File: src/core/ldui_pkg.sv
// Constants, types and helper functions for the LED dimming update-interval block.
// Assumes one dimming clock and a plain register port on the same clock.
//
// Behaviour
// RULE_01 - Apply new duty every 1..32 periods by code.
// RULE_02 - Codes 6 and 7 act like code 5.
// RULE_03 - Default PWM period is 8,192 dimming clocks.
// RULE_04 - Global config bits 3:2 choose period length.
// RULE_05 - Register 0x34 holds LED10 to LED12 codes.
// RULE_06 - LED8 code sits in bits 6:4.
// RULE_07 - LED7 code sits in bits 2:0.
// RULE_08 - Group A register broadcasts duty and enable.
// RULE_09 - Group A write copies into member channels.
// RULE_10 - Duty 0 is off, 0xfff is full on.
// RULE_11 - Count periods, load at interval, then restart.
package ldui_pkg;

    ////////////////////////////////////////////////////////////////////////////////
    localparam int ADDR_W = 8;
    localparam int DATA_W = 16;
    localparam int N_CH = 6;
    localparam int DUTY_W = 12;
    localparam int CODE_W = 3;
    localparam int PCNT_W = 5;

    localparam logic [7:0] ADDR_GLOBAL_CFG = 8'h02;
    localparam logic [7:0] ADDR_INTERVAL_LO = 8'h33;
    localparam logic [7:0] ADDR_INTERVAL_HI = 8'h34;
    localparam logic [7:0] ADDR_GROUP_A = 8'h40;
    localparam logic [7:0] ADDR_DUTY_LED1 = 8'h42;
    localparam logic [7:0] FIRST_LED_NUM = 8'h07;
    localparam logic [7:0] ADDR_GROUP_A_MEMBERS = 8'h50;
    localparam logic [7:0] ADDR_PWM_STATUS = 8'h51;

    localparam int PERIOD_SEL_LSB = 2;
    localparam int PERIOD_SEL_W = 2;
    localparam int FADE_BIT = 12;
    localparam int FIELD_STRIDE = 4;
    localparam int CH_PER_REG = 3;

    localparam int PWM_PERIOD_DEFAULT = 8192;
    localparam logic [1:0] PERIOD_SEL_RESET = 2'h0;
    localparam logic [10:0] INTERVAL_RESET = 11'h000;
    localparam logic [5:0] MEMBERS_RESET = 6'h00;
    localparam logic [11:0] DUTY_OFF = 12'h000;
    localparam logic [11:0] DUTY_FULL = 12'hfff;
    localparam logic [2:0] CODE_SATURATE = 3'h5;
    localparam logic [4:0] LAST_PERIOD_MAX = 5'h1f;

    ////////////////////////////////////////////////////////////////////////////////
    typedef struct packed {
        logic fade;
        logic [DUTY_W-1:0] duty;
    } ldui_duty_t;

    localparam ldui_duty_t DUTY_RESET = '{fade: 1'b0, duty: 12'h000};

    // Index of the last period of an interval: 2**code - 1, saturating at 31.
    function automatic logic [PCNT_W-1:0] ldui_interval_last(input logic [CODE_W-1:0] code);
        logic [PCNT_W-1:0] last;
        last = LAST_PERIOD_MAX;
        if (code < CODE_SATURATE) begin
            last = PCNT_W'((6'h01 << code) - 6'h01);
        end
        return last;
    endfunction : ldui_interval_last

endpackage : ldui_pkg

File: src/core/ldui_channel.sv
// One dimming channel: pending duty, period counter, applied duty and PWM output.
// Assumes the top supplies a one-cycle period-end pulse and a 12-bit phase.
`timescale 1ns/1ps
module ldui_channel
    import ldui_pkg::*;
(
    input wire logic i_clk,
    input wire logic i_nrst,
    input wire logic i_ce,
    input wire logic i_period_end,
    input wire logic [DUTY_W-1:0] i_phase,
    input wire logic [CODE_W-1:0] i_code,
    input wire logic i_load,
    input wire ldui_duty_t i_load_val,
    output ldui_duty_t o_pending,
    output ldui_duty_t o_applied,
    output logic o_pwm
);

    ////////////////////////////////////////////////////////////////////////////////
    ldui_duty_t pending;
    ldui_duty_t applied;
    logic [PCNT_W-1:0] pcnt;
    logic pwm;

    wire logic [PCNT_W-1:0] last = ldui_interval_last(i_code); // RULE_01 RULE_02
    // A shortened code may leave the count above the new last; treat that as due.
    wire logic due = i_period_end && (pcnt >= last); // RULE_11
    wire logic next_pwm = applied.fade && (applied.duty != DUTY_OFF)
        && ((applied.duty == DUTY_FULL) || (applied.duty > i_phase)); // RULE_10

    always_ff @(posedge i_clk) begin
        if (!i_nrst) begin
            pending <= DUTY_RESET;
        end else if (i_ce && i_load) begin
            pending <= i_load_val;
        end
    end

    always_ff @(posedge i_clk) begin
        if (!i_nrst) begin
            applied <= DUTY_RESET;
            pcnt <= '0;
        end else if (i_ce && due) begin
            applied <= pending; // RULE_01
            pcnt <= '0; // RULE_11
        end else if (i_ce && i_period_end) begin
            pcnt <= pcnt + 5'h01; // RULE_11
        end
    end

    always_ff @(posedge i_clk) begin
        if (!i_nrst) begin
            pwm <= 1'b0;
        end else if (i_ce) begin
            pwm <= next_pwm;
        end
    end

    assign o_pending = pending;
    assign o_applied = applied;
    assign o_pwm = pwm;

    ////////////////////////////////////////////////////////////////////////////////
    a_apply_at_due: assert property (@(posedge i_clk) disable iff (!i_nrst) // RULE_01
        (i_ce && i_period_end && pcnt == last) |=> (applied == $past(pending)))
        else $error("Pending duty not applied at interval end.");

    a_code_saturates: assert property (@(posedge i_clk) disable iff (!i_nrst) // RULE_02
        (i_code >= 3'h5) |-> (last == 5'h1f))
        else $error("Interval code above 5 does not give 32 periods.");

    a_apply_only_due: assert property (@(posedge i_clk) disable iff (!i_nrst) // RULE_11
        (applied != $past(applied)) |-> $past(i_ce && i_period_end && pcnt >= last))
        else $error("Applied duty changed away from an interval end.");

    a_count_restart: assert property (@(posedge i_clk) disable iff (!i_nrst) // RULE_11
        (i_ce && due) |=> (pcnt == 5'h00))
        else $error("Period count did not restart after loading.");

    a_duty_off: assert property (@(posedge i_clk) disable iff (!i_nrst) // RULE_10
        (i_ce && applied.duty == 12'h000) |=> !pwm)
        else $error("Duty zero left the output on.");

    a_duty_full: assert property (@(posedge i_clk) disable iff (!i_nrst) // RULE_10
        (i_ce && applied.fade && applied.duty == 12'hfff) |=> pwm)
        else $error("Full duty did not hold the output on.");

endmodule : ldui_channel

File: src/core/ldui_top.sv
// Register file, PWM period timing and the six dimming channels LED7 to LED12.
// Assumes the register master runs on I_MCLK and issues one-cycle strobes.
//
// The implementer's own choice: the plain strobed port.
`timescale 1ns/1ps
module ldui_top
    import ldui_pkg::*;
#(
    parameter int PWM_PERIOD_CYC = PWM_PERIOD_DEFAULT
) (
    input wire logic I_MCLK,
    input wire logic I_NRST,
    input wire logic I_CE,
    input wire logic [ADDR_W-1:0] I_ADDR,
    input wire logic [DATA_W-1:0] I_WDATA,
    input wire logic I_WR,
    input wire logic I_RD,
    output logic [DATA_W-1:0] O_RDATA,
    output logic [N_CH-1:0] O_PWM
);

    ////////////////////////////////////////////////////////////////////////////////
    // The period must be a power of two so that the phase is a plain shift.
    localparam int PER_W = $clog2(PWM_PERIOD_CYC);
    localparam logic [PER_W-1:0] PERIOD_LAST = PER_W'(PWM_PERIOD_CYC - 1);

    logic [PERIOD_SEL_W-1:0] period_sel;
    logic [10:0] interval_lo;
    logic [10:0] interval_hi;
    ldui_duty_t group_a;
    logic [N_CH-1:0] members;
    logic [PER_W-1:0] pcount;
    logic [DATA_W-1:0] rdata;
    ldui_duty_t pending [N_CH];
    ldui_duty_t applied [N_CH];
    logic [N_CH-1:0] pwm;

    ////////////////////////////////////////////////////////////////////////////////
    wire logic wr_cfg = I_WR && (I_ADDR == ADDR_GLOBAL_CFG);
    wire logic wr_int_lo = I_WR && (I_ADDR == ADDR_INTERVAL_LO);
    wire logic wr_int_hi = I_WR && (I_ADDR == ADDR_INTERVAL_HI);
    wire logic wr_grp = I_WR && (I_ADDR == ADDR_GROUP_A);
    wire logic wr_members = I_WR && (I_ADDR == ADDR_GROUP_A_MEMBERS);
    wire logic [ADDR_W-1:0] duty_base = ADDR_DUTY_LED1 + FIRST_LED_NUM - 8'h01;
    wire logic [ADDR_W-1:0] duty_idx = I_ADDR - duty_base;
    wire logic duty_hit = (I_ADDR >= duty_base) && (duty_idx < ADDR_W'(N_CH));
    wire logic [10:0] int_mask = 11'h777;

    // Shorter periods halve the count end for each step of the select field.
    wire logic [PER_W-1:0] period_last = PERIOD_LAST >> period_sel; // RULE_03 RULE_04
    wire logic period_end = (pcount >= period_last);
    wire logic [31:0] phase_wide = (32'(pcount) << (12 + period_sel)) >> PER_W;
    wire logic [DUTY_W-1:0] phase = phase_wide[DUTY_W-1:0];
    wire logic [21:0] intervals = {interval_hi, interval_lo};

    ////////////////////////////////////////////////////////////////////////////////
    always_ff @(posedge I_MCLK) begin
        if (!I_NRST) begin
            pcount <= '0;
        end else if (I_CE) begin
            pcount <= period_end ? '0 : pcount + PER_W'(1); // RULE_03
        end
    end

    // Reserved bits are masked on write, so reads return zero there.
    always_ff @(posedge I_MCLK) begin
        if (!I_NRST) begin
            period_sel <= PERIOD_SEL_RESET;
            interval_lo <= INTERVAL_RESET;
            interval_hi <= INTERVAL_RESET;
            group_a <= DUTY_RESET;
            members <= MEMBERS_RESET;
        end else if (I_CE) begin
            if (wr_cfg) begin
                period_sel <= I_WDATA[PERIOD_SEL_LSB +: PERIOD_SEL_W]; // RULE_04
            end
            if (wr_int_lo) begin
                interval_lo <= I_WDATA[10:0] & int_mask; // RULE_06 RULE_07
            end
            if (wr_int_hi) begin
                interval_hi <= I_WDATA[10:0] & int_mask; // RULE_05
            end
            if (wr_grp) begin
                group_a <= I_WDATA[FADE_BIT:0]; // RULE_08
            end
            if (wr_members) begin
                members <= I_WDATA[N_CH-1:0];
            end
        end
    end

    ////////////////////////////////////////////////////////////////////////////////
    // Channel j serves LED7 plus j; within a register each code field is four bits above the one before.
    genvar j;
    generate
        for (j = 0; j < N_CH; j++) begin : g_ch
            localparam int REG_SEL = j / CH_PER_REG;
            localparam int POS = REG_SEL * 11 + (j % CH_PER_REG) * FIELD_STRIDE;
            wire logic [CODE_W-1:0] code = intervals[POS +: CODE_W]; // RULE_05 RULE_06 RULE_07
            wire logic wr_own = I_WR && duty_hit && (duty_idx == ADDR_W'(j));
            // Both sources carry the same write word, so only the strobe differs.
            wire logic load = wr_own || (wr_grp && members[j]); // RULE_09
            ldui_channel u_ch (
                .i_clk(I_MCLK),
                .i_nrst(I_NRST),
                .i_ce(I_CE),
                .i_period_end(period_end),
                .i_phase(phase),
                .i_code(code),
                .i_load(load),
                .i_load_val(I_WDATA[FADE_BIT:0]),
                .o_pending(pending[j]),
                .o_applied(applied[j]),
                .o_pwm(pwm[j])
            );

            a_group_copy: assert property (@(posedge I_MCLK) disable iff (!I_NRST) // RULE_09
                (I_CE && wr_grp && members[j]) |=> (pending[j] == $past(I_WDATA[12:0])))
                else $error("Group write missed a member channel.");

            // A disabled channel must stay dark whatever duty it holds.
            a_pwm_disabled: assert property (@(posedge I_MCLK) disable iff (!I_NRST) // RULE_08
                (I_CE && !applied[j].fade) |=> !O_PWM[j])
                else $error("Disabled channel drove its output.");

            a_own_write: assert property (@(posedge I_MCLK) disable iff (!I_NRST)
                (I_CE && I_WR && I_ADDR == duty_base + 8'(j)) |=> (pending[j] == $past(I_WDATA[12:0])))
                else $error("Own duty write missed its channel.");
        end
    endgenerate

    ////////////////////////////////////////////////////////////////////////////////
    // Unused addresses read as zero so software can probe the map safely.
    wire ldui_duty_t duty_rd = pending[duty_idx[2:0]];
    wire logic [DATA_W-1:0] rd_mux =
        (I_ADDR == ADDR_GLOBAL_CFG) ? DATA_W'({period_sel, 2'b00}) :
        (I_ADDR == ADDR_INTERVAL_LO) ? DATA_W'(interval_lo) :
        (I_ADDR == ADDR_INTERVAL_HI) ? DATA_W'(interval_hi) :
        (I_ADDR == ADDR_GROUP_A) ? DATA_W'(group_a) :
        (I_ADDR == ADDR_GROUP_A_MEMBERS) ? DATA_W'(members) :
        (I_ADDR == ADDR_PWM_STATUS) ? DATA_W'(pwm) :
        duty_hit ? DATA_W'(duty_rd) : 16'h0000;

    // Read data stand in the cycle after the strobe and hold while I_CE is low; zero otherwise.
    always_ff @(posedge I_MCLK) begin
        if (!I_NRST) begin
            rdata <= 16'h0000;
        end else if (I_CE) begin
            rdata <= I_RD ? rd_mux : 16'h0000;
        end
    end

    assign O_RDATA = rdata;
    assign O_PWM = pwm;

    ////////////////////////////////////////////////////////////////////////////////
    a_period_len: assert property (@(posedge I_MCLK) disable iff (!I_NRST) // RULE_03
        (I_CE && period_sel == 2'h0 && period_end) |-> (32'(pcount) == PWM_PERIOD_CYC - 1))
        else $error("Default PWM period has the wrong length.");

    a_period_sel: assert property (@(posedge I_MCLK) disable iff (!I_NRST) // RULE_04
        (I_CE && wr_cfg) |=> (period_sel == $past(I_WDATA[3:2])))
        else $error("Period select not taken from bits 3:2.");

    a_int_hi_reg: assert property (@(posedge I_MCLK) disable iff (!I_NRST) // RULE_05
        (I_CE && wr_int_hi) ##1 (I_CE && I_RD && I_ADDR == 8'h34)
        |=> (O_RDATA == ($past(I_WDATA, 2) & 16'h0777)))
        else $error("LED10 to LED12 codes do not read back.");

    a_led8_field: assert property (@(posedge I_MCLK) disable iff (!I_NRST) // RULE_06
        (I_CE && wr_int_lo) |=> (g_ch[1].code == $past(I_WDATA[6:4])))
        else $error("LED8 code not taken from bits 6:4.");

    a_led7_field: assert property (@(posedge I_MCLK) disable iff (!I_NRST) // RULE_07
        (I_CE && wr_int_lo) |=> (g_ch[0].code == $past(I_WDATA[2:0])))
        else $error("LED7 code not taken from bits 2:0.");

    a_group_reg: assert property (@(posedge I_MCLK) disable iff (!I_NRST) // RULE_08
        (I_CE && wr_grp) ##1 (I_CE && I_RD && I_ADDR == 8'h40)
        |=> (O_RDATA == {3'b000, $past(I_WDATA[12:0], 2)}))
        else $error("Group duty register does not read back.");

    a_rdata_one_cycle: assert property (@(posedge I_MCLK) disable iff (!I_NRST)
        (I_CE && !I_RD) |=> (O_RDATA == 16'h0000))
        else $error("Read data stood without a read.");

    a_int_lo_reg: assert property (@(posedge I_MCLK) disable iff (!I_NRST) // RULE_06 RULE_07
        (I_CE && wr_int_lo) ##1 (I_CE && I_RD && I_ADDR == 8'h33)
        |=> (O_RDATA == ($past(I_WDATA, 2) & 16'h0777)))
        else $error("LED7 to LED9 codes do not read back.");

    // The end pulse is one cycle long; a longer pulse would skip interval counts.
    a_period_pulse: assert property (@(posedge I_MCLK) disable iff (!I_NRST) // RULE_03
        (I_CE && period_end) |=> !period_end)
        else $error("Period end lasted more than one cycle.");

    a_led12_field: assert property (@(posedge I_MCLK) disable iff (!I_NRST) // RULE_05
        (I_CE && wr_int_hi) |=> (g_ch[5].code == $past(I_WDATA[10:8])))
        else $error("LED12 code not taken from bits 10:8.");

    a_led10_field: assert property (@(posedge I_MCLK) disable iff (!I_NRST) // RULE_05
        (I_CE && wr_int_hi) |=> (g_ch[3].code == $past(I_WDATA[2:0])))
        else $error("LED10 code not taken from bits 2:0.");

    a_members_reg: assert property (@(posedge I_MCLK) disable iff (!I_NRST) // RULE_09
        (I_CE && wr_members) |=> (members == $past(I_WDATA[5:0])))
        else $error("Group membership not taken from the write.");

    a_status_read: assert property (@(posedge I_MCLK) disable iff (!I_NRST)
        (I_CE && I_RD && I_ADDR == 8'h51) |=> (O_RDATA == 16'($past(O_PWM))))
        else $error("Status read does not show the outputs.");

    // Holding state while the enable is low lets a slow master pace the block.
    a_ce_freeze: assert property (@(posedge I_MCLK) disable iff (!I_NRST)
        (!I_CE) |=> ($stable(pcount) && $stable(O_RDATA) && $stable(O_PWM)))
        else $error("State moved while the clock enable was low.");

    // Reads of an unused address must not leak another register.
    a_unmapped_read: assert property (@(posedge I_MCLK) disable iff (!I_NRST)
        (I_CE && I_RD && I_ADDR == 8'h7f) |=> (O_RDATA == 16'h0000))
        else $error("Unused address returned data.");

    a_cfg_read: assert property (@(posedge I_MCLK) disable iff (!I_NRST) // RULE_04
        (I_CE && I_RD && I_ADDR == 8'h02) |=> (O_RDATA == {12'h000, $past(period_sel), 2'b00}))
        else $error("Period select does not read back in bits 3:2.");

endmodule : ldui_top

File: config.mk
export PLATFORM = sky130hd
export DESIGN_NAME = ldui_top
export DESIGN_NICKNAME = d
export VERILOG_FILES = /design/src/core/ldui_pkg.sv /design/src/core/ldui_channel.sv /design/src/core/ldui_top.sv
export SDC_FILE = /design/constraint.sdc
export NUM_CORES = 1
export LEC_CHECK = 0
export BUFFER_PORTS_ARGS = -buffer_cell sky130_fd_sc_hd__buf_2
export CORE_AREA = 2 2 169 171
export CTS_CLUSTER_DIAMETER = 80
export DETAILED_ROUTE_END_ITERATION = 6
export DIE_AREA = 0 0 171 173
export GPL_ROUTABILITY_DRIVEN = 1
export PLACE_DENSITY = 0.68
export REMOVE_ABC_BUFFERS = 1
export SLEW_MARGIN = 20
export SYNTH_ARGS = -nofsm -noshare
export SYNTH_HDL_FRONTEND = slang
export SYNTH_SLANG_ARGS = --single-unit
File: constraint.sdc
create_clock -name I_MCLK -period 6.3 [get_ports I_MCLK]
set_clock_uncertainty 0.15 [all_clocks]
set_input_delay 0.63 -clock I_MCLK [delete_from_list [all_inputs] [get_ports I_MCLK]]
set_output_delay 0.63 -clock I_MCLK [all_outputs]
set_load 0.01 [all_outputs]
* Yosys cells after proc, flatten, opt, wreduce, memory -nomap -nowiden
Index checks and enable logic that the tools add are counted.
** Operators by class
- $add $sub $neg :: 15
- Order comparisons :: 22
- Equality and inequality tests :: 17
- Shifts and indexed selects :: 8
- Multiplexer cells :: 18
- Bitwise operators :: 2
- Reduce and logical (&&, ||, !) cells :: 80
** Operator list (count)
- 13-bit two-way mux :: 11
- 12-bit == test, second input constant :: 6
- 12-bit > comparator :: 6
- 12-bit nonzero test :: 6
- 1-bit logical AND :: 50
- 13-bit binary-select mux with 3-bit select :: 1
- 5-bit by 1-bit adder with 5-bit output, second input constant :: 6
- 5-bit >= comparator :: 6
- 5-bit two-way mux :: 6
- 1-bit by 3-bit << shifter with 5-bit output, first input constant :: 6
- 5-bit by 1-bit subtractor with 5-bit output, second input constant :: 6
- 13-bit by 5-bit << shifter with 25-bit output :: 1
- 8-bit by 2-bit == test with 1-bit output, second input constant :: 3
- 8-bit by 7-bit == test with 1-bit output, second input constant :: 3
- 3-bit < comparator, second input constant :: 6
- 8-bit by 3-bit == test with 1-bit output, second input constant :: 2
- 8-bit by 6-bit == test with 1-bit output, second input constant :: 2
- 13-bit by 1-bit adder with 13-bit output, second input constant :: 1
- 13-bit >= comparator :: 1
- 13-bit by 2-bit >> shifter with 13-bit output, first input constant :: 1
- 1-bit logical OR :: 12
- 2-bit OR reduction :: 6
- 2-bit AND reduction :: 5
- 8-bit by 1-bit == test with 1-bit output, second input constant :: 1
- other kinds (8) :: 8
** Storage, ports and cells
- Flip-flop bits (word level) :: 260
- Input port bits :: 29
- Output and inout bits :: 22
- Word-level logic and storage cells :: 206

* Longest topological paths before layout
Gate-level depths: netlist of the first run.
- Word-level depth :: 13
- Depth in mapped cells :: 14
- Gate-level depth less buffers :: 12

* Hierarchy
Synthesis of the first run repeated with hierarchy kept, for this count alone.
** Second synthesis, totals
- Cells, all modules :: 1727
- Area, all modules :: 15260.9 um^2
** Modules (own cells, without submodules)
- ldui_channel :: instances 6, cells an instance 204, area an instance 1819.2 um^2
- ldui_top :: instances 1, cells an instance 503, area an instance 4345.4 um^2

* Least setup slack after synthesis of the first run
No wires, ideal clock.
- Path kind :: register to register
- Start :: reg period_sel[0]
- End :: reg g_ch[1].u_ch.pwm
- Arrival :: 2833 ps
- Data required time :: 6035 ps
- Path slack :: 3202 ps
- Cell stages (with the launch flop) :: 13
- Clock period less this slack :: 3098 ps
- Path through :: dfxtp_1 clkbuf_1 buf_1 mux2i_1 nor2_1 a31oi_1 ha_1 nor2b_1 o211ai_1 a21oi_1 a2111oi_0 o21ai_0 and2_1
** Between the ends
- Word-level cells in the longest chain between the ends :: 5
** Ends and longest elaborated chain
- from (decl) :: RTL line ldui_top.sv:27 : logic [PERIOD_SEL_W-1:0] period_sel;
- from (signal assigned) :: RTL line ldui_top.sv:75 : period_sel <= I_WDATA[PERIOD_SEL_LSB +: PERIOD_SEL_W];
- 4-bit by 2-bit adder with 5-bit output :: RTL line ldui_top.sv:52 : wire logic [31:0] phase_wide = (32'(pcount) << (12 + period_sel)) >> PER_W;
- 13-bit by 5-bit << shifter with 25-bit output :: RTL line ldui_top.sv:52
- 12-bit > comparator :: RTL line ldui_channel.sv:30 : && ((applied.duty == DUTY_FULL) || (applied.duty > i_phase));
- 1-bit logical OR :: RTL line ldui_channel.sv:30
- 1-bit logical AND :: RTL line ldui_channel.sv:30
- to (signal assigned) :: RTL line ldui_channel.sv:56 : pwm <= next_pwm;
- to (decl) :: RTL line ldui_channel.sv:24 : logic pwm;
No other way between the ends.
A chain may end at the register's enable or synchronous reset.

* Final worst setup path of the first run
- Start :: reg period_sel[0]
- End :: reg, netlist name g_ch[0].u_ch.o_applied[12]
** Between the ends
- Word-level cells in the longest chain between the ends :: 4
** Ends and longest elaborated chain
- 13-bit by 2-bit >> shifter with 13-bit output :: RTL line ldui_top.sv:50 : wire logic [PER_W-1:0] period_last = PERIOD_LAST >> period_sel;
- 13-bit >= comparator :: RTL line ldui_top.sv:51 : wire logic period_end = (pcount >= period_last);
- 1-bit logical AND :: RTL line ldui_channel.sv:28 : wire logic due = i_period_end && (pcnt >= last);
- 1-bit logical AND :: RTL line ldui_channel.sv:44 : end else if (i_ce && due) begin
No other way between the ends.

==> flow_summary.ini, run 1 <==
[timing]
worst_slew_margin_rel_pct = 19.27
setup_slack_ns = 2.162
min_period_ns = 4.139
worst_pin_slew_ns = 1.203
grt_setup_unrepaired = false
max_freq_ghz = 0.2416
final-setup-viol-count = 0
final.setup.tns_ns = 0
layout_worst_path_cycle_share_pct = 65.69
maxSlewViolCount = 0
report.final.hold_viol_count = 0

[setup_path]
path_class = flop to flop
ff2ff_path_depth = 10
rrSetupSlack_ns = 2.16
rr_endpoint = g_ch[0].u_ch.o_applied[12]$_SDFFE_PN0P_
r2r_start = period_sel[0]$_SDFFE_PN0P_
endpoint_kind = flop
crit_arrival_ns = 4.40
required_ns = 6.56
start_kind = flop
cp_max_fo = 26

[floorplanning]
die_area_sq_mm = 0.02958
die_w_um = 171
rows = 61
die_h_um = 173
start_util_pct = 51.78
io_pins = 51
core_area_sq_mm = 0.02763

[yosys]
ys.warnings.count = 0
synth_commonest_cells = dfxtp_1 (257), nand2_1 (216), nand3_1 (157)
synth_cell_types = 64
synth-seq-cells = 257
synthArstFlopShare_pct = 0
yosys_most_used_dff = dfxtp_1
yosysMostFrequentCell = dfxtp_1
synth_edf_count = 0
ys_seq_area_share_pct = 35.96
yosys.area.top_type = dfxtp_1
synth_area_sq_mm = 0.01431
synthCells = 1690
synthTopCellsByArea = dfxtp_1 (36%), ha_1 (10%), mux2i_1 (6.3%)
synth_top_area_share_pct = 35.96
avgSynthCellArea_sq_um = 8.466

[power_and_ir_drop]
power.density_mw_per_mm2 = 221.8
internal_power_mw = 2.663
peakVddDrop_v = 0.0001909
power.leakage_nw = 5.768
totalPowerFinal_mw = 3.448
power.switching_mw = 0.7856
clkPwrFrac_pct = 48.7
p_comb_share_pct = 4.1
p_sw_share_pct = 22.78
power_frac_seq_pct = 47.2

[route]
drtIter0Drc = 1044
vias = 12401
drc = 0
viasPerCell = 6.020
first_pass_iters = 5
wl_mm = 40.60
postRouteAntennaNets = 0
wl_per_cell_um = 19.71

[layout]
nets = 1807
regArea_sq_mm = 0.005145
fill_cells = 2580
drive_above_1_share_pct = 8.150
fin_cells = 2060
syn2layout_area_growth_pct = 8.658
fin_util_pct = 56.27
multiInputGateArea_sq_mm = 0.008479

[grt]
grt_pass1_vias = 11694
grt_first_pass_wirelength_mm = 64.63
antenna_found_initial = 1
grt_usage_pct = 27.40
grt_max_degree = 221
grt-ovfl-total = 0

[cts]
hold_buffers = 0
htree_levels = 1
cts_root_buffer = clkbuf_16
cts_sinks = 257
cts-resized-gates = 0
post_cts_buffers = 0
numCtsBuffers = 29
cts.clk_slew.worst_paths_ns = 0.06
cts_buffer_depth = 3
clk_latency_ns = 0.56
cts_tree = done

[place]
dp_cells = 2008
io_buffers = 44
gp_congestion = 0.9354
preCtsSetupSlack_ns = 2.237
place_hpwl_mm = 28.45

[outcome]
status = completed

[job]
max_cap_violations = 0

[hold_path]
hp-class = flop to flop
min_from = O_RDATA[8]$_SDFFE_PN0P_
whs_path_depth = 2
min_to = O_RDATA[8]$_SDFFE_PN0P_
==> final cells by class <==
class / instances / share of cell area, %
antenna: 1 / 0.01610
clock buffer: 40 / 5.320
clock inverter: 11 / 0.7565
inverter: 45 / 1.087
multi-input combinational: 1272 / 54.54
sequential: 257 / 33.09
tap: 378 / 3.042
timing repair buffer: 56 / 2.141
==> critical path: stages, from the launching register on <==
cell      delay [ns]
dfxtp_1         0.92
inv_1           0.17
nor2_1          0.14
ha_1            0.13
nand3_1         0.07
or4_4           0.47
a211oi_4        0.91
buf_4           0.36
nand2_2         0.29
nand3_1         0.20
o21ai_0         0.14
==> cells in the final DEF (no fill, tap or decap), drive strengths merged, types with 49 or more instances in the layout <==
cell type	synthesis	layout
dfxtp	257	257
nand2	222	222
nand3	157	157
o21ai	152	152
ha	117	117
mux2i	90	90
nor2b	80	80
buf	43	56
nor2	51	51
a21oi	49	49
==> routing by layer <==
metal / global-route usage [%] / part of all wire, % / wire [um] / vias to the layer above
met5: 0 / 0 / 0 / -
met4: 9.569 / 3.7 / 1521 / 0
met3: 2.861 / 5.5 / 2219 / 88
met2: 44.66 / 46 / 18610 / 367
met1: 37.66 / 45 / 18250 / 5883
li1: - / - / - / 6063
==> cell families (layout without fill, tap and decap cells) <==
group           Yosys count  in the layout  share of synthesized area, %
mux                     107            107                         8.658
simple gates            648            648                         22.43
buf+inv                 163            152                         4.862
other cells               1              4                       0.02621
compound gates          386            386                         17.16
xor+xnor                 11             11                        0.6734
fa+ha+maj               117            117                         10.23
flops                   257            257                         35.96
==> per-stage QoR <==
stage / cell area (sq um) / hold slack (ns)
2_1_floorplan: 13790 / 0.2875
3_3_place_gp: 14590 / 0.2811
3_5_place_dp: 14590 / 0.2899
4_1_cts: 15540 / 0.2776
5_1_grt: 15540 / 0.3074
6_report: 15550 / 0.3013
==> how the worst max path moves through the flow <==
stage | start | end | slack, ns
floorplan | period_sel[1]$_SDFFE_PN0P_ | g_ch[0].u_ch.o_applied[0]$_SDFFE_PN0P_ | 3.13
global placement | period_sel[0]$_SDFFE_PN0P_ | g_ch[0].u_ch.o_applied[0]$_SDFFE_PN0P_ | 2.26
detailed placement | period_sel[0]$_SDFFE_PN0P_ | g_ch[0].u_ch.o_applied[12]$_SDFFE_PN0P_ | 2.24
CTS | period_sel[0]$_SDFFE_PN0P_ | g_ch[0].u_ch.o_applied[12]$_SDFFE_PN0P_ | 2.21
global route | period_sel[0]$_SDFFE_PN0P_ | g_ch[2].u_ch.o_applied[7]$_SDFFE_PN0P_ | 1.96
finish | period_sel[0]$_SDFFE_PN0P_ | g_ch[0].u_ch.o_applied[12]$_SDFFE_PN0P_ | 2.16
==> sequential cells by signal (all words and copies together) (netlist names) <==
register             cells
g_ch.u_ch.o_pending     78
g_ch.u_ch.pcnt          30
O_RDATA                 13
members                  6
pcount                  13
g_ch.u_ch.o_pwm          6
interval_lo              9
interval_hi              9
group_a                 13
period_sel               2
g_ch.u_ch.o_applied     78
==> power groups by stage <==
| stage | logic (mW) | registers [mW] | clock network, mW |
|---|---|---|---|
| floorplan | 0.0513 | 1.66 | 0 |
| global placement | 0.137 | 1.66 | 0 |
| detailed placement | 0.139 | 1.66 | 0 |
| CTS | 0.139 | 1.63 | 1.70 |
| global route | 0.152 | 1.63 | 1.76 |
| finish | 0.141 | 1.63 | 1.68 |
Note: power is estimated with default switching activity, not from simulation.
==> inputs of run 2 (changes only) <==
--- a/config.mk
+++ b/config.mk
@@ -5,13 +5,14 @@
 export SDC_FILE = /design/constraint.sdc
 export NUM_CORES = 1
 export LEC_CHECK = 0
+export ABC_AREA = 1
 export BUFFER_PORTS_ARGS = -buffer_cell sky130_fd_sc_hd__buf_2
 export CORE_AREA = 2 2 169 171
 export CTS_CLUSTER_DIAMETER = 80
 export DETAILED_ROUTE_END_ITERATION = 6
 export DIE_AREA = 0 0 171 173
 export GPL_ROUTABILITY_DRIVEN = 1
-export PLACE_DENSITY = 0.68
+export PLACE_DENSITY = 0.71
 export REMOVE_ABC_BUFFERS = 1
 export SLEW_MARGIN = 20
 export SYNTH_ARGS = -nofsm -noshare
==> constraint.sdc (replaced) <==
create_clock -name I_MCLK -period 3.7 [get_ports I_MCLK]
set_clock_uncertainty 0.15 [all_clocks]
set_input_delay 0.37 -clock I_MCLK [delete_from_list [all_inputs] [get_ports I_MCLK]]
set_output_delay 0.37 -clock I_MCLK [all_outputs]
set_load 0.01 [all_outputs]
==> flow_summary.ini, run 2 <==
[outcome]
status = completed

[layout]
layout_commonest_cell = nand2_1
fin_cells = 2371
fin_util_pct = 56.52
layout_common_cells = nand2_1 (364), a21oi_1 (284), dfxtp_1 (257)
syn2layout_area_growth_pct = 9.166
nets = 2117
antenna_cells = 0
drive_above_1_share_pct = 8.480
final_area_sq_mm = 0.01562

[yosys]
synthArstFlopShare_pct = 0
yosysMostFrequentCell = nand2_1
avgSynthCellArea_sq_um = 7.276
synth_area_sq_mm = 0.01430
synthCells = 1966
ys_seq_area_share_pct = 35.97
synth_cell_types = 51
yosys_most_used_dff = dfxtp_1
synthTopCellsByArea = dfxtp_1 (36%), ha_1 (10%), a21oi_1 (9.9%)
synth_edf_count = 0
synth-seq-cells = 257
synth_top_area_share_pct = 35.97
ys.warnings.count = 0
synth_commonest_cells = nand2_1 (368), a21oi_1 (284), dfxtp_1 (257)
yosys.area.top_type = dfxtp_1

[timing]
maxSlewViolCount = 0
final.setup.tns_ns = 0
worst_slew_margin_rel_pct = 51.77
worst_pin_slew_ns = 0.7230
final-setup-viol-count = 0
report.final.hold_viol_count = 0
grt_setup_unrepaired = true
hold_ws_ns = 0.01472
min_period_ns = 3.325
setup_slack_ns = 0.3746
layout_worst_path_cycle_share_pct = 89.88
max_freq_ghz = 0.3007

[hold_path]
whs_path_depth = 3
hp-class = input port to flop

[cts]
htree_levels = 1
post_cts_buffers = 0
cts.clk_slew.worst_paths_ns = 0.06
cts_sinks = 257
cts_root_buffer = clkbuf_16
numCtsBuffers = 29
cts_buffer_depth = 3
clk_latency_ns = 0.55
cts_tree = done

[place]
place_hpwl_mm = 29.65
dp_cells = 2317
gp_congestion = 1.002
place_area_sq_mm = 0.01466
io_buffers = 44
preCtsSetupSlack_ns = 0.2957

[power_and_ir_drop]
totalPowerFinal_mw = 5.872
power.leakage_nw = 6.054
power.density_mw_per_mm2 = 376.0
peakVddDrop_v = 0.0003795

[floorplanning]
die_area_sq_mm = 0.02958
io_pins = 51
core_area_sq_mm = 0.02763
start_util_pct = 51.78
die_h_um = 173
rows = 61
die_w_um = 171

[route]
postRouteAntennaNets = 0
viasPerCell = 5.690
wl_mm = 42.08
drtIter0Drc = 1276
wl_per_cell_um = 17.75
vias = 13491
drc = 0
first_pass_iters = 5

[setup_path]
required_ns = 4.03
crit_arrival_ns = 3.65
endpoint_kind = flop
ff2ff_path_depth = 12
rrSetupSlack_ns = 0.37
cp_max_fo = 32
start_kind = flop
path_class = flop to flop

[grt]
grt_max_degree = 121
grt-ovfl-total = 0
grt_pass1_vias = 12240
grt_usage_pct = 27.91
antenna_found_initial = 0
grt_first_pass_wirelength_mm = 65.79

[job]
max_cap_violations = 0
[run 2: layout make-up]
cell class                 count  area (sq um)
clock buffer                  40         797.0
clock inverter                13         111.4
fill                        2662         12010
inverter                     215         808.3
multi-input combinational   1393          7796
sequential                   257          5145
tap                          378         473.0
timing repair buffer          75         485.5
[run 2: kinds of logic after synthesis]
logic type,count (synthesis),share of synthesized area (%)
other,1,0.02621
flip-flops,257,35.97
buffers and inverters,318,9.709
multiplexers,2,0.1400
AO/OA/AOI/OAI,537,20.71
adder cells (fa/ha/maj),117,10.23
XOR/XNOR,16,0.9796
AND/OR/NAND/NOR,718,22.23
[run 2: power by group]
group          internal (mW)  switching, mW
combinational         0.0817          0.241
clock                   1.58           1.19
sequential              2.77        0.00922
total                   4.43           1.44
[run 2: final timing paths]
check | end | start
worst max-delay path | g_ch[4].u_ch.pcnt[4]$_SDFFE_PP0P_ | period_sel[1]$_SDFFE_PN0P_
worst min-delay path | O_RDATA[11]$_SDFFE_PN0P_ | I_RD
worst min register to register | group_a[9]$_SDFFE_PN0P_ | group_a[9]$_SDFFE_PN0P_
worst max register to register | g_ch[4].u_ch.pcnt[4]$_SDFFE_PP0P_ | period_sel[1]$_SDFFE_PN0P_
[run 2: worst max-delay path: stages (launching register included)]
cell and delay, ns:
dfxtp_1 0.33, clkinv_1 0.22, nand2_1 0.13, ha_1 0.25
nand2_1 0.10, inv_1 0.04, a221oi_1 0.23, nand3_1 0.13
nand2_1 0.12, clkinv_2 0.46, nand2_1 0.63, nand2_1 0.26
a21oi_1 0.18
[run 2: layer usage]
layer | part of all wire, % | track usage [%] | vias to the layer above
li1 | - | - | 6719
met1 | 45 | 39.17 | 6230
met2 | 44 | 43.93 | 454
met3 | 7.4 | 4.326 | 88
met4 | 3.5 | 8.792 | 0
met5 | 0 | 0 | -
[run 2: what timing repair did]
item,4_1_cts,5_1_grt
endpoints found under the setup margin,0,16
gates resized for setup,0,4
hold buffers,0,0
==> inputs of run 3 (changes only) <==
--- a/config.mk
+++ b/config.mk
@@ -7,14 +7,15 @@
 export LEC_CHECK = 0
 export ABC_AREA = 1
 export BUFFER_PORTS_ARGS = -buffer_cell sky130_fd_sc_hd__buf_2
-export CORE_AREA = 2 2 169 171
+export CORE_AREA = 2 2 175 177
 export CTS_CLUSTER_DIAMETER = 80
 export DETAILED_ROUTE_END_ITERATION = 6
-export DIE_AREA = 0 0 171 173
+export DIE_AREA = 0 0 177 179
 export GPL_ROUTABILITY_DRIVEN = 1
 export PLACE_DENSITY = 0.71
 export REMOVE_ABC_BUFFERS = 1
 export SLEW_MARGIN = 20
 export SYNTH_ARGS = -nofsm -noshare
 export SYNTH_HDL_FRONTEND = slang
+export SYNTH_HIERARCHICAL = 1
 export SYNTH_SLANG_ARGS = --single-unit
==> flow_summary.ini, run 3 <==
[outcome]
status = completed

[hold_path]
hp-class = input port to flop
min_from = I_WDATA[7]
whs_path_depth = 3
min_to = group_a[7]$_SDFFE_PN0P_

[route]
viasPerCell = 5.400
postRouteAntennaNets = 0
drtIter0Drc = 1375
first_pass_iters = 5
wl_per_cell_um = 16.20
vias = 14726
wl_mm = 44.17
drc = 0

[timing]
final-setup-viol-count = 0
min_period_ns = 3.112
grt_setup_unrepaired = false
layout_worst_path_cycle_share_pct = 84.11
worst_pin_slew_ns = 0.9270
max_freq_ghz = 0.3213
report.final.hold_viol_count = 0
maxSlewViolCount = 0
worst_slew_margin_rel_pct = 38.13
final.setup.tns_ns = 0

[grt]
grt-ovfl-total = 0
grt_max_degree = 44
antenna_found_initial = 1
grt_first_pass_wirelength_mm = 69.86
grt_usage_pct = 27.77
grt_pass1_vias = 13403

[cts]
post_cts_buffers = 0
cts_sinks = 257
cts_tree = done
htree_levels = 1
cts_root_buffer = clkbuf_16
cts_buffer_depth = 3
numCtsBuffers = 28
cts.clk_slew.worst_paths_ns = 0.06
clk_latency_ns = 0.56

[yosys]
synthTopCellsByArea = dfxtp_1 (34%), nand2_1 (13%), ha_1 (9.7%)
yosys_most_used_dff = dfxtp_1
synth_area_sq_mm = 0.01531
synth_top_area_share_pct = 33.59
synth_edf_count = 0
synth-seq-cells = 257
synthArstFlopShare_pct = 0
avgSynthCellArea_sq_um = 6.685
yosysMostFrequentCell = nand2_1
ys.warnings.count = 6
synth_cell_types = 45
ys_seq_area_share_pct = 33.59
yosys.area.top_type = dfxtp_1
synthCells = 2291
synth_commonest_cells = nand2_1 (510), inv_1 (361), nor2_1 (297)

[layout]
final_area_sq_mm = 0.01675
drive_above_1_share_pct = 6.735
nets = 2460
layout_commonest_cell = nand2_1
syn2layout_area_growth_pct = 9.403
layout_common_cells = nand2_1 (510), inv_1 (361), nor2_1 (297)
fin_util_pct = 55.80
antenna_cells = 0

[setup_path]
rr_endpoint = g_ch[5].u_ch/pcnt[0]$_SDFFE_PP0P_
crit_arrival_ns = 3.42
critPathTopFamily = simple AND/OR/NAND/NOR gates
crit_chain = clkinv_1, nand2_1, ha_1, nand2_1, inv_1, a221oi_1, o311ai_1, buf_4, nand2_1, inv_1, nand2_4, nand2_1, a21oi_1
start_kind = flop
endpoint_kind = flop
crit_buf_inv = 4
rrSetupSlack_ns = 0.59
r2r_start = period_sel[1]$_SDFFE_PN0P_
cpPeakStageDelay_ns = 0.39
cpMaxStageDelayCell = dfxtp_1
path_class = flop to flop
ff2ff_path_depth = 13
required_ns = 4.01
crit_path_frequent_cell = nand2_1
cp_max_fo = 17

[floorplanning]
die_area_sq_mm = 0.03168
die_h_um = 179
start_util_pct = 51.00
core_area_sq_mm = 0.03003
rows = 64
io_pins = 51
die_w_um = 177

[power_and_ir_drop]
p_sw_share_pct = 23.53
peakVddDrop_v = 0.0003554
power_frac_seq_pct = 46.3
power.leakage_nw = 7.497
power.switching_mw = 1.414
p_comb_share_pct = 5.4
internal_power_mw = 4.595
clkPwrFrac_pct = 48.3
power.density_mw_per_mm2 = 358.6

[place]
gp_congestion = 0.9547
place_area_sq_mm = 0.01580
place_hpwl_mm = 32.85
io_buffers = 44

[job]
max_cap_violations = 0
==> run 3: changes by cell type in the layout (fill, tap and decap cells not counted), moves of 13 or more <==
cell	delta
a21oi_1	-72
inv_1	+159
nand2_1	+146
nand3_1	-48
nand4_1	+22
nor2_1	+193
nor3_1	-13
o21ai_1	-36
==> run 3: area by class of cell <==
type | count | area (sq um)
Sequential cell | 257 | 5145
Tap cell | 396 | 495.5
Clock buffer | 40 | 817.0
Clock inverter | 9 | 132.6
Fill cell | 2896 | 13270
Inverter | 372 | 1396
Timing Repair Buffer | 71 | 440.4
Multi-Input combinational cell | 1582 | 8328
==> run 3: kinds of logic (layout without fill, tap and decap cells) <==
family	Yosys count	count (layout)	share of synthesized area, %
simple gates	1013	1013	27.94
buf+inv	454	492	12.08
compound gates	415	415	14.78
flops	257	257	33.59
fa+ha+maj	119	119	9.722
xor+xnor	28	28	1.601
mux	4	4	0.2614
other cells	1	3	0.02449
==> run 3: worst max-delay path by stage <==
stage | to | startpoint | cells after the start
2_1_floorplan | g_ch[0].u_ch/pcnt[0]$_SDFFE_PP0P_ | period_sel[1]$_SDFFE_PN0P_ | 10
3_3_place_gp | g_ch[5].u_ch/pcnt[1]$_SDFFE_PP0P_ | period_sel[1]$_SDFFE_PN0P_ | 13
3_5_place_dp | g_ch[0].u_ch/pcnt[3]$_SDFFE_PP0P_ | interval_lo[1]$_SDFFE_PN0P_ | 11
4_1_cts | g_ch[2].u_ch/pcnt[0]$_SDFFE_PP0P_ | interval_lo[9]$_SDFFE_PN0P_ | 11
5_1_grt | g_ch[1].u_ch/pcnt[0]$_SDFFE_PP0P_ | period_sel[1]$_SDFFE_PN0P_ | 13
6_report | g_ch[5].u_ch/pcnt[0]$_SDFFE_PP0P_ | period_sel[1]$_SDFFE_PN0P_ | 13
==> run 3: repair_timing <==
item | 4_1_cts | 5_1_grt
endpoints found under the setup margin | 0 | 0
hold endpoints to repair | 1 | 0
hold buffers | 1 | 0
gates resized for setup | 0 | 0
==> run 3: tightest hold or removal path, stage by stage <==
cell and delay (ns):
buf_2 0.18, nor2_1 0.12, nor2_1 0.05
==> run 3: per-layer routing <==
layer | vias up | share of wire [%] | global-route usage (%)
li1 | 7391 | - | -
met1 | 6787 | 45 | 37.22
met2 | 443 | 45 | 45.78
met3 | 103 | 6.1 | 3.880
met4 | 2 | 3.4 | 9.573
met5 | - | 0.029 | 0
==> run 3: power by group through the flow <==
stage	sequential (mW)	combinational [mW]	clock, mW
2_1_floorplan	2.84	0.153	0
3_3_place_gp	2.84	0.309	0
6_report	2.78	0.322	2.90
4_1_cts	2.78	0.315	2.92
3_5_place_dp	2.84	0.312	0
5_1_grt	2.78	0.352	3.03
==> run 3: through the flow <==
step	power, mW	std cells	hold WS (ns)	worst slack [ns]
6_report	6.009	2727	0.06353	0.5881
3_5_place_dp	3.157	2677	0.2924	0.6671
4_1_cts	6.019	2727	0.04429	0.6504
3_3_place_gp	3.153	2677	0.2884	0.7535
5_1_grt	6.162	2727	0.06699	0.3335
2_1_floorplan	2.994	2211	0.2739	0.8234
